--- config.mk ---
export PLATFORM = sky130hd
export DESIGN_NAME = external_expansion_mode_select
export DESIGN_NICKNAME = d
export VERILOG_FILES = /design/src/verilog/xmode_pkg.sv /design/src/verilog/space_decode.sv /design/src/verilog/external_expansion_mode_select.sv
export SDC_FILE = /design/constraint.sdc
export NUM_CORES = 1
export LEC_CHECK = 0
export ABC_CLOCK_PERIOD_IN_PS = 2650
export BUFFER_PORTS_ARGS = -buffer_cell sky130_fd_sc_hd__buf_2
export CAP_MARGIN = 20
export CORE_AREA = 2 2 206 208
export CTS_CLUSTER_DIAMETER = 150
export DETAILED_ROUTE_END_ITERATION = 6
export DIE_AREA = 0 0 208 210
export PLACE_DENSITY = 0.42
export SETUP_SLACK_MARGIN = 0.4
export SYNTH_ARGS = -nofsm -noshare
export SYNTH_HDL_FRONTEND = slang
export SYNTH_SLANG_ARGS = --single-unit
--- constraint.sdc ---
create_clock -name ref_clk -period 2.65 [get_ports ref_clk]
set_clock_uncertainty 0.05 [all_clocks]
set_input_delay 0.265 -clock ref_clk [delete_from_list [all_inputs] [get_ports ref_clk]]
set_output_delay 0.265 -clock ref_clk [all_outputs]
set_load 0.02 [all_outputs]
--- src/verilog/xmode_pkg.sv ---
/*
  Constants and carrier types for the external expansion mode select block.
  Assumes a single system clock domain and a peripheral I/O access port
  with byte and single-bit write strobes.
*/
// Contract
// Hold bit 1 makes hold pins bus handshake.
// Size 011 selects 64K, address/data on ports.
// Expansion mode gives control port bus strobes.
// Size 100 selects 256K expansion space.
// Size 101 selects 1M expansion space; the upper address port still drives only bus_addr[17:16].
// Size 11x selects 4M expansion space; the upper address port still drives only bus_addr[17:16].
// Size 000 plain ports; others reserved.
// Register resets 00H, bit and byte access.
// Program counter upper eight bits stay zero.
// Data address decodes only 24 bits.
// Bit 23 sign-extends data address to 32.
// Zero register always reads zero.
// Port pins are inputs after reset.
// Hold bit 0 keeps hold pins as ports.
// Software sets control latch bits 3,4 first.
// Undecoded upper bits show repeated images.
// Mode change applies from next bus cycle.
package xmode_pkg;

  // ----------------------------------------------------------------
  // Register map
  // ----------------------------------------------------------------
  localparam logic [31:0] MODE_REG_ADDR   = 32'hffff_f04c;
  localparam logic [7:0]  MODE_REG_RESET  = 8'h00;
  localparam int          HOLD_BIT_POS    = 3;
  localparam int          SIZE_LSB_POS    = 0;
  localparam logic [7:0]  MODE_WR_MASK    = 8'h0f;

  // ----------------------------------------------------------------
  // Space sizes and address widths
  // ----------------------------------------------------------------
  localparam int PHYS_ADDR_W  = 24;
  localparam int SIGN_BIT_POS = 23;
  localparam logic [23:0] MASK_64K  = 24'h00_ffff;
  localparam logic [23:0] MASK_256K = 24'h03_ffff;
  localparam logic [23:0] MASK_1M   = 24'h0f_ffff;
  localparam logic [23:0] MASK_4M   = 24'h3f_ffff;

  typedef enum logic [2:0] {
    SPACE_NONE, SPACE_64K, SPACE_256K, SPACE_1M, SPACE_4M, SPACE_RSVD
  } space_t;

  typedef struct packed {
    logic   hold_pins_bus;
    logic   expansion;
    space_t space;
  } pin_mode_t;

  typedef struct packed {
    logic lower_byte_enable;
    logic upper_byte_enable;
    logic read_write;
    logic data_strobe;
    logic address_strobe;
    logic write_strobe_low;
    logic write_strobe_high;
    logic read_strobe;
  } bus_ctrl_t;

endpackage

--- src/verilog/space_decode.sv ---
/*
  Decodes the space-size field of the expansion mode register into the
  selected space and pin mode. Purely combinational.
*/
`timescale 1ns/1ps
module space_decode
  import xmode_pkg::*;
(
  input  wire logic [7:0]          mode_reg,
  output xmode_pkg::pin_mode_t     pin_mode
);
  import xmode_pkg::*;

  // ----------------------------------------------------------------
  // Field decode
  // ----------------------------------------------------------------
  function automatic space_t size_decode(input logic [2:0] f);
    case (f)
      3'b000:  size_decode = SPACE_NONE;
      3'b011:  size_decode = SPACE_64K;
      3'b100:  size_decode = SPACE_256K;
      3'b101:  size_decode = SPACE_1M;
      3'b110,
      3'b111:  size_decode = SPACE_4M;
      default: size_decode = SPACE_RSVD;
    endcase
  endfunction

  always_comb begin
    pin_mode.space         = size_decode(mode_reg[SIZE_LSB_POS +: 3]);
    // Reserved codes are treated as plain ports so pins never float undefined.
    pin_mode.expansion     = !(pin_mode.space inside {SPACE_NONE, SPACE_RSVD});
    pin_mode.hold_pins_bus = mode_reg[HOLD_BIT_POS];
  end

endmodule

--- src/verilog/external_expansion_mode_select.sv ---
/*
  Expansion mode register and pin function multiplexer for ports 4, 5, 6
  and the control port, plus the address shaping for fetch and data.
  Assumes the CPU presents peripheral writes with byte and bit strobes and
  marks bus cycle starts with bus_cycle_start; external pins are synchronised.
*/
`timescale 1ns/1ps
module external_expansion_mode_select
  import xmode_pkg::*;
(
  input  wire logic                   ref_clk,
  input  wire logic                   rst,
  input  wire logic [31:0]            io_addr,
  input  wire logic                   io_wr_byte,
  input  wire logic                   io_wr_bit,
  input  wire logic [2:0]             io_bit_sel,
  input  wire logic [7:0]             io_wdata,
  input  wire logic                   io_rd,
  output logic [7:0]                  io_rdata,
  output logic                        io_hit,
  input  wire logic                   bus_cycle_start,
  input  wire logic [31:0]            bus_addr,
  input  wire logic [15:0]            bus_wdata,
  input  wire logic                   bus_drive_data,
  input  wire xmode_pkg::bus_ctrl_t   bus_ctrl,
  input  wire logic                   hold_acknowledge_out,
  output logic                        hold_request_in,
  input  wire logic [31:0]            pc_next,
  output logic [31:0]                 pc_fetch,
  input  wire logic [31:0]            data_addr,
  output logic [31:0]                 data_addr_ext,
  output logic [23:0]                 ext_phys_addr,
  input  wire logic [4:0]             reg_sel,
  input  wire logic [31:0]            reg_value,
  output logic [31:0]                 reg_operand,
  input  wire logic [7:0]             port_latch [4],
  input  wire logic [7:0]             port_dir_out [4],
  input  wire logic [7:0]             pin_in [4],
  output logic [7:0]                  pin_out [4],
  output logic [7:0]                  pin_oe [4],
  output logic [7:0]                  port_read [4],
  output xmode_pkg::pin_mode_t        active_mode
);
  import xmode_pkg::*;

  // Port indices: 0 and 1 carry address/data, 2 upper address, 3 control.
  localparam int P_AD_LO = 0;
  localparam int P_AD_HI = 1;
  localparam int P_AHI   = 2;
  localparam int P_CTL   = 3;
  localparam int HOLD_ACK_PIN = 5;
  localparam int HOLD_REQ_PIN = 6;

  logic [7:0] mode_ff;
  logic [7:0] nxt_mode;
  logic       sel;
  pin_mode_t  reg_mode;
  pin_mode_t  active_ff;
  logic [7:0] pin_s1_ff [4];
  logic [7:0] pin_s2_ff [4];
  logic [23:0] space_mask;

  // ----------------------------------------------------------------
  // Mode register
  // ----------------------------------------------------------------
  assign sel = (io_addr == MODE_REG_ADDR);

  always_comb begin
    nxt_mode = mode_ff;
    if (io_wr_byte) begin
      nxt_mode = io_wdata;
    end else if (io_wr_bit) begin
      nxt_mode[io_bit_sel] = io_wdata[0];
    end
    // Upper four bits are fixed to zero.
    nxt_mode = nxt_mode & MODE_WR_MASK;
  end

  always_ff @(posedge ref_clk or posedge rst) begin
    if (rst) begin
      mode_ff <= MODE_REG_RESET;
    end else if (sel && (io_wr_byte || io_wr_bit)) begin
      mode_ff <= nxt_mode;
    end
  end

  assign io_hit   = sel;
  assign io_rdata = (sel && io_rd) ? mode_ff : 8'h00;

  space_decode u_dec (
    .mode_reg (mode_ff),
    .pin_mode (reg_mode)
  );

  // A cycle already on the pins keeps its mapping; the new one waits.
  always_ff @(posedge ref_clk or posedge rst) begin
    if (rst) begin
      active_ff <= '{hold_pins_bus: 1'b0, expansion: 1'b0, space: SPACE_NONE};
    end else if (bus_cycle_start) begin
      active_ff <= reg_mode;
    end
  end

  assign active_mode = active_ff;

  // ----------------------------------------------------------------
  // Pin input synchronisers
  // ----------------------------------------------------------------
  always_ff @(posedge ref_clk or posedge rst) begin
    if (rst) begin
      for (int i = 0; i < 4; i++) begin
        pin_s1_ff[i] <= 8'h00;
        pin_s2_ff[i] <= 8'h00;
      end
    end else begin
      for (int i = 0; i < 4; i++) begin
        pin_s1_ff[i] <= pin_in[i];
        pin_s2_ff[i] <= pin_s1_ff[i];
      end
    end
  end

  // ----------------------------------------------------------------
  // Pin multiplexer
  // ----------------------------------------------------------------
  // The port latches reset to zero and direction to input, so all pins
  // come up undriven; reads show pin levels, not the stored zero.
  always_comb begin
    for (int i = 0; i < 4; i++) begin
      pin_out[i]   = port_latch[i];
      pin_oe[i]    = port_dir_out[i];
      port_read[i] = pin_s2_ff[i];
    end
    if (active_ff.expansion) begin
      pin_out[P_AD_LO] = bus_drive_data ? bus_wdata[7:0] : bus_addr[7:0];
      pin_oe[P_AD_LO]  = {8{bus_drive_data | bus_ctrl.address_strobe}};
      pin_out[P_AD_HI] = bus_drive_data ? bus_wdata[15:8] : bus_addr[15:8];
      pin_oe[P_AD_HI]  = {8{bus_drive_data | bus_ctrl.address_strobe}};
      pin_out[P_AHI]   = {6'h00, bus_addr[17:16]};
      pin_oe[P_AHI]    = 8'h03;
      // The hold pins must stay ports while hold mode is off, so each write strobe
      // shares its byte lane's enable pin. Both are active low, so the pin falls when either does.
      pin_out[P_CTL][4:0] = {bus_ctrl.lower_byte_enable & bus_ctrl.write_strobe_low,
                             bus_ctrl.upper_byte_enable & bus_ctrl.write_strobe_high,
                             bus_ctrl.read_write, bus_ctrl.data_strobe,
                             bus_ctrl.address_strobe};
      pin_out[P_CTL][7]   = bus_ctrl.read_strobe;
      pin_oe[P_CTL][4:0]  = 5'h1f;
      pin_oe[P_CTL][7]    = 1'b1;
    end
    // Without hold mode the hold pins keep their port defaults from above.
    if (active_ff.hold_pins_bus) begin
      pin_out[P_CTL][HOLD_ACK_PIN] = hold_acknowledge_out;
      pin_oe[P_CTL][HOLD_ACK_PIN]  = 1'b1;
      pin_oe[P_CTL][HOLD_REQ_PIN]  = 1'b0;
    end
  end

  assign hold_request_in = active_ff.hold_pins_bus & pin_s2_ff[P_CTL][HOLD_REQ_PIN];

  // ----------------------------------------------------------------
  // Address shaping
  // ----------------------------------------------------------------
  always_comb begin
    case (active_ff.space)
      SPACE_64K:  space_mask = MASK_64K;
      SPACE_256K: space_mask = MASK_256K;
      SPACE_1M:   space_mask = MASK_1M;
      SPACE_4M:   space_mask = MASK_4M;
      default:    space_mask = 24'h00_0000;
    endcase
  end

  assign pc_fetch      = {8'h00, pc_next[PHYS_ADDR_W-1:0]};
  assign data_addr_ext = {{8{data_addr[SIGN_BIT_POS]}}, data_addr[PHYS_ADDR_W-1:0]};
  assign ext_phys_addr = data_addr[PHYS_ADDR_W-1:0] & space_mask;
  assign reg_operand   = (reg_sel == 5'h00) ? 32'h0000_0000 : reg_value;

  // ----------------------------------------------------------------
  // Checks
  // ----------------------------------------------------------------
  a_reset_value: assert property (@(posedge ref_clk) $fell(rst) |-> mode_ff == 8'h00)
    else $error("mode register not zero after reset");
  a_upper_zero: assert property (@(posedge ref_clk) disable iff (rst) mode_ff[7:4] == 4'h0)
    else $error("mode register upper bits set");
  a_mode_holds: assert property (@(posedge ref_clk) disable iff (rst)
    !bus_cycle_start |=> $stable(active_ff))
    else $error("pin mode changed mid cycle");
  a_mode_loads: assert property (@(posedge ref_clk) disable iff (rst)
    bus_cycle_start |=> active_ff == $past(reg_mode))
    else $error("pin mode not taken at cycle start");
  a_pc_upper: assert property (@(posedge ref_clk) disable iff (rst) pc_fetch[31:24] == 8'h00)
    else $error("fetch upper bits not zero");
  a_sign_ext: assert property (@(posedge ref_clk) disable iff (rst)
    data_addr_ext[31:24] == {8{data_addr[23]}})
    else $error("data address not sign extended");
  a_zero_reg: assert property (@(posedge ref_clk) disable iff (rst)
    reg_sel == 5'h00 |-> reg_operand == 32'h0000_0000)
    else $error("zero register not zero");
  a_hold_port: assert property (@(posedge ref_clk) disable iff (rst)
    !active_ff.hold_pins_bus |-> !hold_request_in)
    else $error("hold request while hold pins are ports");
  a_hold_pins_free: assert property (@(posedge ref_clk) disable iff (rst)
    !active_ff.hold_pins_bus |-> pin_oe[P_CTL][6:5] == port_dir_out[P_CTL][6:5])
    else $error("hold pins taken while hold mode is off");
  a_plain_port: assert property (@(posedge ref_clk) disable iff (rst)
    !active_ff.expansion && !active_ff.hold_pins_bus |-> pin_oe[P_AD_LO] == port_dir_out[P_AD_LO])
    else $error("port pins taken while in port mode");

endmodule

# Word level (Yosys, flattened, before mapping)
# Cells that the tools add are included.
dict set report totals {
  register_bits 73
  output_inout_bits 231
  in_bits 304
  elab_cells 59
}
dict set report op_classes {
  bitwise 5
  magnitude_cmp 2
  n_mux 17
  n_eq_ne 11
  reduce_logical 12
}
# cell n
set ops {}
lappend ops {{$pmux 22 s4} 1}
lappend ops {{$mux 25} 2}
lappend ops {{$eq 32x32->1 const B} 1}
lappend ops {{$mux 32} 1}
lappend ops {{$and 24x24->24} 1}
lappend ops {{$eq 3x3->1 const B} 6}
lappend ops {{$mux 8} 2}
lappend ops {{$pmux 3 s5} 1}
lappend ops {{$mux 4} 3}
lappend ops {{$mux 5} 2}
lappend ops {{$eq 3x2->1 const B} 3}
lappend ops {{$bwmux 8} 1}
lappend ops {{$logic_not 3->1} 2}
lappend ops {{$logic_not 5->1} 1}
lappend ops {{$lt 3x4->1 const B} 1}
lappend ops {{$reduce_bool 2->1} 2}
lappend ops {{$and 1x1->1} 3}
lappend ops {{$demux 1 s3} 1}
lappend ops {{$eq 3x1->1 const B} 1}
lappend ops {{$ge 3x1->1 const B} 1}
lappend ops {{$logic_and 1x1->1} 3}
lappend ops {{$mux 1} 2}
lappend ops {{$mux 2} 1}
lappend ops {{$reduce_and 2->1} 1}
lappend ops {{4 further kinds} 4}

# Longest topological paths before layout
# Gate-level depths: netlist (run 1).
dict set report depth {
  depth_word 7
  ltp_mapped 5
  mapped_depth_nobuf 4
}

# Hierarchy
# A second synthesis (run 1) with hierarchy kept.
dict set report hier_totals {
  cells_unflattened 391
  hier_area_um2 3920.0
}
# module cells_each area_each_um2 instances seq_area_each_um2
set by_module_without_submodules {}
lappend by_module_without_submodules {external_expansion_mode_select 384 3858.7 1 1826.8}
lappend by_module_without_submodules {space_decode 7 61.3 1 0.0}

# Worst setup path before layout (run 1)
# Ideal clock, no wire load.
dict set report synth_path {
  path_type {input to output}
  start {in io_addr[9]}
  end {out io_rdata[0]}
  cell_stages 5
  t_required_ns 2.335
  setup_slack_ns 0.603
  n_path_buf 1
  t_arrival_ns 1.732
  cell_sequence {or4b_4 -> nor4_4 -> and2_1 -> buf_4 -> and3_1}
}
dict set report synth_via {
  elab_chain_cells 3
}
# element line
set synth_rtl {}
lappend synth_rtl {{start, declared} external_expansion_mode_select.sv:13} ;# input wire logic [31:0] io_addr,
lappend synth_rtl {{$eq 32x32->1} external_expansion_mode_select.sv:66} ;# assign sel = (io_addr == MODE_REG_ADDR);
lappend synth_rtl {{net io_hit} external_expansion_mode_select.sv:20} ;# output logic io_hit,
lappend synth_rtl {{$logic_and 1x1->1} external_expansion_mode_select.sv:88} ;# assign io_rdata = (sel && io_rd) ? mode_ff : 8'h00;
lappend synth_rtl {{$mux 4} external_expansion_mode_select.sv:88}
lappend synth_rtl {{end, declared} external_expansion_mode_select.sv:19} ;# output logic [7:0] io_rdata,
# The timed path passes the listed nets, and every way through them passes these cells.

# Final worst setup path (run 1)
dict set report layout_path {
  start {in io_addr[5]}
  end {out io_rdata[1]}
}
dict set report layout_via {
  elab_chain_cells 3
}
# element line
set layout_rtl {}
lappend layout_rtl {{$eq 32x32->1} external_expansion_mode_select.sv:66}
lappend layout_rtl {{$logic_and 1x1->1} external_expansion_mode_select.sv:88}
lappend layout_rtl {{$mux 4} external_expansion_mode_select.sv:88}
# Every way passes these cells.

==> impl_metrics.toml, run 1 <==
[global_routing]
track_usage = 0.0679
grt_pass1_vias = 3900
antenna_found_initial = 1
grt_max_degree = 33
grt_pass1_wl_mm = 22.6
gr-total-overflow = 0

[final_layout]
insertedDiodeCount = 0
syn2layout_area_growth_pct = 76.2
multi_input_area_um2 = 1450
seq_area_um2 = 1830
fin_nets = 1103
drive_above_1_share = 0.598
fillers = 4685

[power_and_ir_drop]
switching_share = 0.304
power.net_switching_uw = 995
p_per_area_nw_per_um2 = 475
ir_worst_vdd_mv = 0.414
pwr-share-clk = 0.358
seqPwrFrac = 0.365
p_leak_uw = 0.00365
pwr-share-comb = 0.277
internal_power_uw = 2270

[cts]
htreeDepth = 3
cts_buffers = 9
path_clk_slew_ns = 0.06
cts_tree = "yes"
worst_skew_pair.late_latency_ns = 0.33
clkSinkCount = 73
cts-root-buf = "clkbuf_16"
clock_path_buffers = 2

[outcome]
outcome = "finished clean"

[synth]
synth_fa_ha_area_frac = 0
yosys.area.top_type_share = 0.468
ys_top_cells_by_area = "dfrtp_1 47%, buf_4 14%, nor2b_1 7.9%"
synth_top_area_cell = "dfrtp_1"
synth_async_sr_flop_share = 1.00
netlist_area_um2 = 3900
synthFlopType = "dfrtp_1"
synth_compound_area_frac = 0.0737
yosysMostFrequentCell = "dfrtp_1"
synthTopCellsByCount = "73 x dfrtp_1, 72 x buf_4, 49 x nor2b_1"
yosysSeqAreaShare = 0.468
postSynthAreaPerCell_um2 = 9.88
synth_edf_count = 0
synthCells = 395
netlist-cell-type-count = 34
synthMuxAreaShare = 0.0734
synth_xor_area_frac = 0.00449
yosys.area_share.simple = 0.202
synth_seq_cells = 73
synth_top_family_by_area = "simple AND/OR/NAND/NOR gates"
ys_warn_count = 0

[routing]
wl_per_cell_um = 12.2
first_pass_iters = 4
routed_wl_mm = 16.3
via_per_inst = 3.10
vias = 4157
drc_errors = 0
ant_nets = 0
drt_iter0_markers = 167

[timing]
finalSetupTns_ns = 0
min_period_over_period = 0.823
slew_violations = 0
hold_viol = 0
max_clock_freq_mhz = 458
fin_ws_ns = 0.469
relSlewSlack = 0.628
worstMarginPinSlew_ns = 0.558
final-setup-viol-count = 0
rsz0062_at_grt = "false"
min_period_ns = 2.18

[setup_path]
critPathKind = "input port to output port"
cp_cell_sequence = "buf_2 > or4b_4 > nor4_4 > and2_4 > and3_1 > buf_2"
max_stage_delay_ns = 0.54
end_kind = "output port"
required_ns = 2.34
regToRegStartpoint = "active_mode[3]"
crit_buf_inv = 2
arrival_ns = 1.87
start_kind = "input port"
cp-startpoint = "io_addr[5]"
path_delay_family = "simple AND/OR/NAND/NOR gates"
path_max_fanout = 6
critPathSlowestCell = "or4b_4"
cpMostUsedCell = "buf_2"

[floorplanning]
coreArea_um2 = 41500
ios = 535
rows = 75
die_y_um = 210
die_x_um = 208
start_util = 0.0941
die_area_um2 = 43700

[flow_run]
drv_cap = 0

[min_path]
hp-start = "io_wdata[0]"
worstHoldPathType = "input port to register"

[placed_design]
dp_slack_ns = 0.377
placement.io_buffers = 424
place_hpwl_mm = 14.1
routabilityCongestion = 0.741
[layout by cell type, fill, tap and decap left out, drive strengths merged]
master | synthesis | routed
clkinv | 0 | 3
or4 | 1 | 1
nor2b | 49 | 49
and3 | 7 | 7
nand3 | 4 | 4
nand4b | 1 | 1
or4b | 2 | 2
and2 | 20 | 20
mux2 | 10 | 10
mux2i | 17 | 17
nand2 | 1 | 1
nor4 | 2 | 2
conb | 1 | 14
nand4 | 4 | 4
inv | 22 | 22
clkinvlp | 0 | 1
nor2 | 23 | 23
o21ai | 21 | 21
and4b | 2 | 2
xnor2 | 2 | 2
buf | 74 | 437
a31o | 3 | 3
dfrtp | 73 | 73
nand4bb | 1 | 1
dlygate4sd3 | 0 | 33
nand3b | 1 | 1
a21oi | 23 | 23
or2 | 9 | 9
o211ai | 1 | 1
a31oi | 4 | 4
bufinv | 0 | 1
a22o | 1 | 1
clkbuf | 16 | 11
[flip-flops by register name, indices dropped and copies added, names as in the netlist]
name and cells:
active_mode 5, port_read 32, mode_ff 4, pin_s1_ff 32
[kinds of logic after synthesis]
family,after synthesis
simple gates,127
buf+inv,112
flops,73
compound gates,53
mux,27
xor+xnor,2
other cells,1
[stage by stage]
stage	utilization	instance area [um^2]	instances	total power, uW	hold slack [ns]
3_5_place_dp	0.150	6220	1292	2090	0.285
3_3_place_gp	0.150	6220	1291	2080	0.281
4_1_cts	0.165	6860	1341	3330	0.148
6_report	0.166	6880	1343	3270	0.163
2_1_floorplan	-	3950	408	1770	0.246
5_1_grt	0.166	6880	1343	3440	0.168
[final timing paths]
path	end	slack, ns	depth (start not counted)
max in group asynchronous	mode_ff[2]	1.27	4
worst min-delay path	mode_ff[0]	0.16	2
worst min register to register	port_read[2]	0.29	0
min in group asynchronous	port_read[3]	0.49	3
worst max-delay path	io_rdata[1]	0.47	6
worst max register to register	active_mode[3]	1.47	3
[power groups by stage]
stage | Sequential (uW) | Clock [uW] | Combinational [uW]
5_1_grt | 1200 | 1270 | 976
4_1_cts | 1190 | 1220 | 918
3_5_place_dp | 1210 | 0 | 875
3_3_place_gp | 1210 | 0 | 874
2_1_floorplan | 1240 | 0 | 533
6_report | 1190 | 1170 | 906
[cell type report]
type	instances	area share
Timing Repair Buffer	470	0.371
Sequential cell	73	0.266
Multi-Input combinational cell	223	0.211
Tap cell	539	0.0981
Clock buffer	11	0.0338
Inverter	22	0.0120
Clock inverter	5	0.00819
[metal layers]
metal / track usage / share of wire / up-vias
met3: 0.0259 / 0.095 / 17
li1: - / - / 2001
met4: 0.0125 / 0.0087 / 2
met5: 0 / 0.00080 / -
met1: 0.0870 / 0.42 / 1880
met2: 0.109 / 0.48 / 257
[repair_timing]
action                     4_1_cts  5_1_grt
buffers inserted                 0        2
hold buffers                    33        0
gates cloned                     0        0
hold endpoints to repair        58        0
pin swaps                        0        1
resized for setup                3        2
setup endpoints to repair        7        4
Note: power is estimated with default switching activity, not from simulation.
==> run 2: changes to the inputs <==
--- a/config.mk
+++ b/config.mk
@@ -5,14 +5,15 @@
 export SDC_FILE = /design/constraint.sdc
 export NUM_CORES = 1
 export LEC_CHECK = 0
-export ABC_CLOCK_PERIOD_IN_PS = 2650
+export ABC_AREA = 1
+export ABC_CLOCK_PERIOD_IN_PS = 2000
 export BUFFER_PORTS_ARGS = -buffer_cell sky130_fd_sc_hd__buf_2
 export CAP_MARGIN = 20
 export CORE_AREA = 2 2 206 208
 export CTS_CLUSTER_DIAMETER = 150
 export DETAILED_ROUTE_END_ITERATION = 6
 export DIE_AREA = 0 0 208 210
-export PLACE_DENSITY = 0.42
+export PLACE_DENSITY = 0.43
 export SETUP_SLACK_MARGIN = 0.4
 export SYNTH_ARGS = -nofsm -noshare
 export SYNTH_HDL_FRONTEND = slang
==> constraint.sdc (replaced) <==
create_clock -name ref_clk -period 2 [get_ports ref_clk]
set_clock_uncertainty 0.05 [all_clocks]
set_input_delay 0.2 -clock ref_clk [delete_from_list [all_inputs] [get_ports ref_clk]]
set_output_delay 0.2 -clock ref_clk [all_outputs]
set_load 0.02 [all_outputs]
==> impl_metrics.toml, run 2 <==
[outcome]
outcome = "finished clean"

[setup_path]
arrival_ns = 1.59
r2r_slack_ns = 0.94
path_max_fanout = 13
start_kind = "register"
cpMostUsedCell = "buf_12"
crit_buf_inv = 5
cp-startpoint = "active_mode[3]"
max_stage_delay_ns = 0.44
required_ns = 1.75
rr_worst_depth = 3
worst-path-stages = 7
end_kind = "output port"
r2r-end = "active_mode[2]"
critPathKind = "register to output port"
regToRegStartpoint = "mode_ff[1]"
endpoint = "pin_out[18]"
critPathSlowestCell = "dfrtp_2"
cp_cell_sequence = "buf_12 > clkinvlp_4 > buf_6 > buf_12 > nand2_1 > o21ai_0 > buf_2"
path_delay_family = "buffers and inverters"

[routing]
drt_iter0_markers = 119
wl_met2_mm = 9.64
wl_per_cell_um = 12.8
drc_errors = 0
via_per_inst = 3.30
first_pass_iters = 4
ant_nets = 0
routed_wl_mm = 19.7
wl_met3_mm = 1.80
drt-met1-wl_mm = 7.50
vias = 5082
highest_layer = "met4"

[cts]
clkSinkCount = 73
htreeDepth = 3
cts_tree = "yes"
clock_path_buffers = 2
cts_buffers = 9
cts-root-buf = "clkbuf_16"
worst_skew_pair.late_latency_ns = 0.33
path_clk_slew_ns = 0.06

[global_routing]
gr-total-overflow = 0
grt_max_degree = 33
grt_pass1_vias = 4856
track_usage = 0.0823
grt_pass1_wl_mm = 27.7
antenna_found_initial = 1

[final_layout]
syn2layout_area_growth_pct = 106
drive_above_1_share = 0.588
fillers = 4614
final_cell_mix = "347 x buf_2, 103 x nand2_1, 91 x inv_1"
fin_nets = 1301
seq_area_um2 = 1830
design_area_um2 = 8450
mostFrequentLayoutCell = "buf_2"
final_cells = 1541
multi_input_area_um2 = 1830

[synth]
synthTopCellsByCount = "152 x nand2_1, 96 x inv_1, 74 x nor2_1"
netlist-cell-type-count = 23
yosysSeqAreaShare = 0.446
synthCells = 562
synth_edf_count = 0
ys_warn_count = 0
postSynthAreaPerCell_um2 = 7.28
ys_top_cells_by_area = "dfrtp_1 45%, nand2_1 14%, buf_4 13%"
yosys.area.top_type_share = 0.446
synthFlopType = "dfrtp_1"
synth_seq_cells = 73
synth_top_area_cell = "dfrtp_1"
yosysMostFrequentCell = "nand2_1"
netlist_area_um2 = 4090
synth_async_sr_flop_share = 1.00

[floorplanning]
coreArea_um2 = 41500
die_y_um = 210
die_area_um2 = 43700
die_x_um = 208
rows = 75
start_util = 0.0987
ios = 535

[power_and_ir_drop]
ir_worst_vdd_mv = 0.413
p_leak_uw = 0.00461
p_per_area_nw_per_um2 = 514

[min_path]
worstHoldPathType = "input port to register"
holdPathStages = 2

[placed_design]
place_hpwl_mm = 15.3
place_inst = 1464
routabilityCongestion = 0.891
place_area_um2 = 6460
placement.io_buffers = 424

[timing]
finalSetupTns_ns = 0
min_period_ns = 1.84
slew_violations = 0
hold_viol = 0
final-setup-viol-count = 0
rsz0062_at_grt = "true"
relSlewSlack = 0.645
worstMarginPinSlew_ns = 0.532
min_period_over_period = 0.920
max_clock_freq_mhz = 544

[flow_run]
drv_cap = 0
[run 2: cell types whose count changed in the layout (fill, tap and decap cells not counted), sizes merged, moves of 7 or more]
cell,change
nand2,+151
buf,+26
and3,-7
nor2b,-49
nor2,+53
mux2i,-17
o21ai,+21
a21oi,-20
inv,+72
and2,-20
mux2,-10
[run 2: routing by layer]
metal / GRT usage / vias up
met5: 0.00222 / -
met4: 0.0335 / 0
met3: 0.0316 / 34
met2: 0.139 / 267
met1: 0.0926 / 2333
li1: - / 2448
[run 2: worst min-delay path by stage]
stage	from	end	slack, ns
5_1_grt	bus_cycle_start	active_mode[1]	0.15
2_1_floorplan	pin_in[0]	pin_s1_ff[0]	0.18
6_report	bus_cycle_start	active_mode[4]	0.14
3_3_place_gp	rst	pin_s1_ff[8]	0.23
3_5_place_dp	rst	active_mode[3]	0.24
4_1_cts	bus_cycle_start	active_mode[1]	0.14
[run 2: cell families after synthesis]
kind of cell / Yosys count / synth area share
DFF: 73 / 0.446
other: 1 / 0.000916
AOI/OAI and AO/OA: 48 / 0.0633
and+or+nand+nor: 255 / 0.250
buffers and inverters: 185 / 0.240
[run 2: area by class of cell]
cell class,instances,area share
clock buffers,10,0.0271
diodes,1,0.000296
well taps,539,0.0798
clock inverters,5,0.00681
multi-input cells,318,0.217
repair buffers,499,0.409
flip-flops and latches,73,0.217
inverters,96,0.0435
[run 2: power by group]
group          internal [uW]  total (uW)  switching (uW)
clock network            959        1570             610
logic                    545        1210             668
registers               1540        1560            17.7
[run 2: stage by stage]
stage | total power [uW] | worst slack (ns) | hold WS [ns] | util
detailed placement | 2560 | 0.217 | 0.243 | 0.156
global route | 4590 | 0.0710 | 0.153 | 0.204
finish | 4340 | 0.160 | 0.136 | 0.204
floorplan | 2200 | 0.374 | 0.181 | -
global placement | 2560 | 0.238 | 0.234 | 0.156
CTS | 4350 | 0.133 | 0.137 | 0.190
[run 2: repair_timing]
item / in CTS / in global routing
setup endpoints to repair: 87 / 86
pin swaps: 26 / 19
endpoints found under the hold margin: 50 / 0
gates resized for setup: 182 / 138
setup buffers: 12 / 8
gates cloned: 5 / 3
hold buffers: 33 / 0
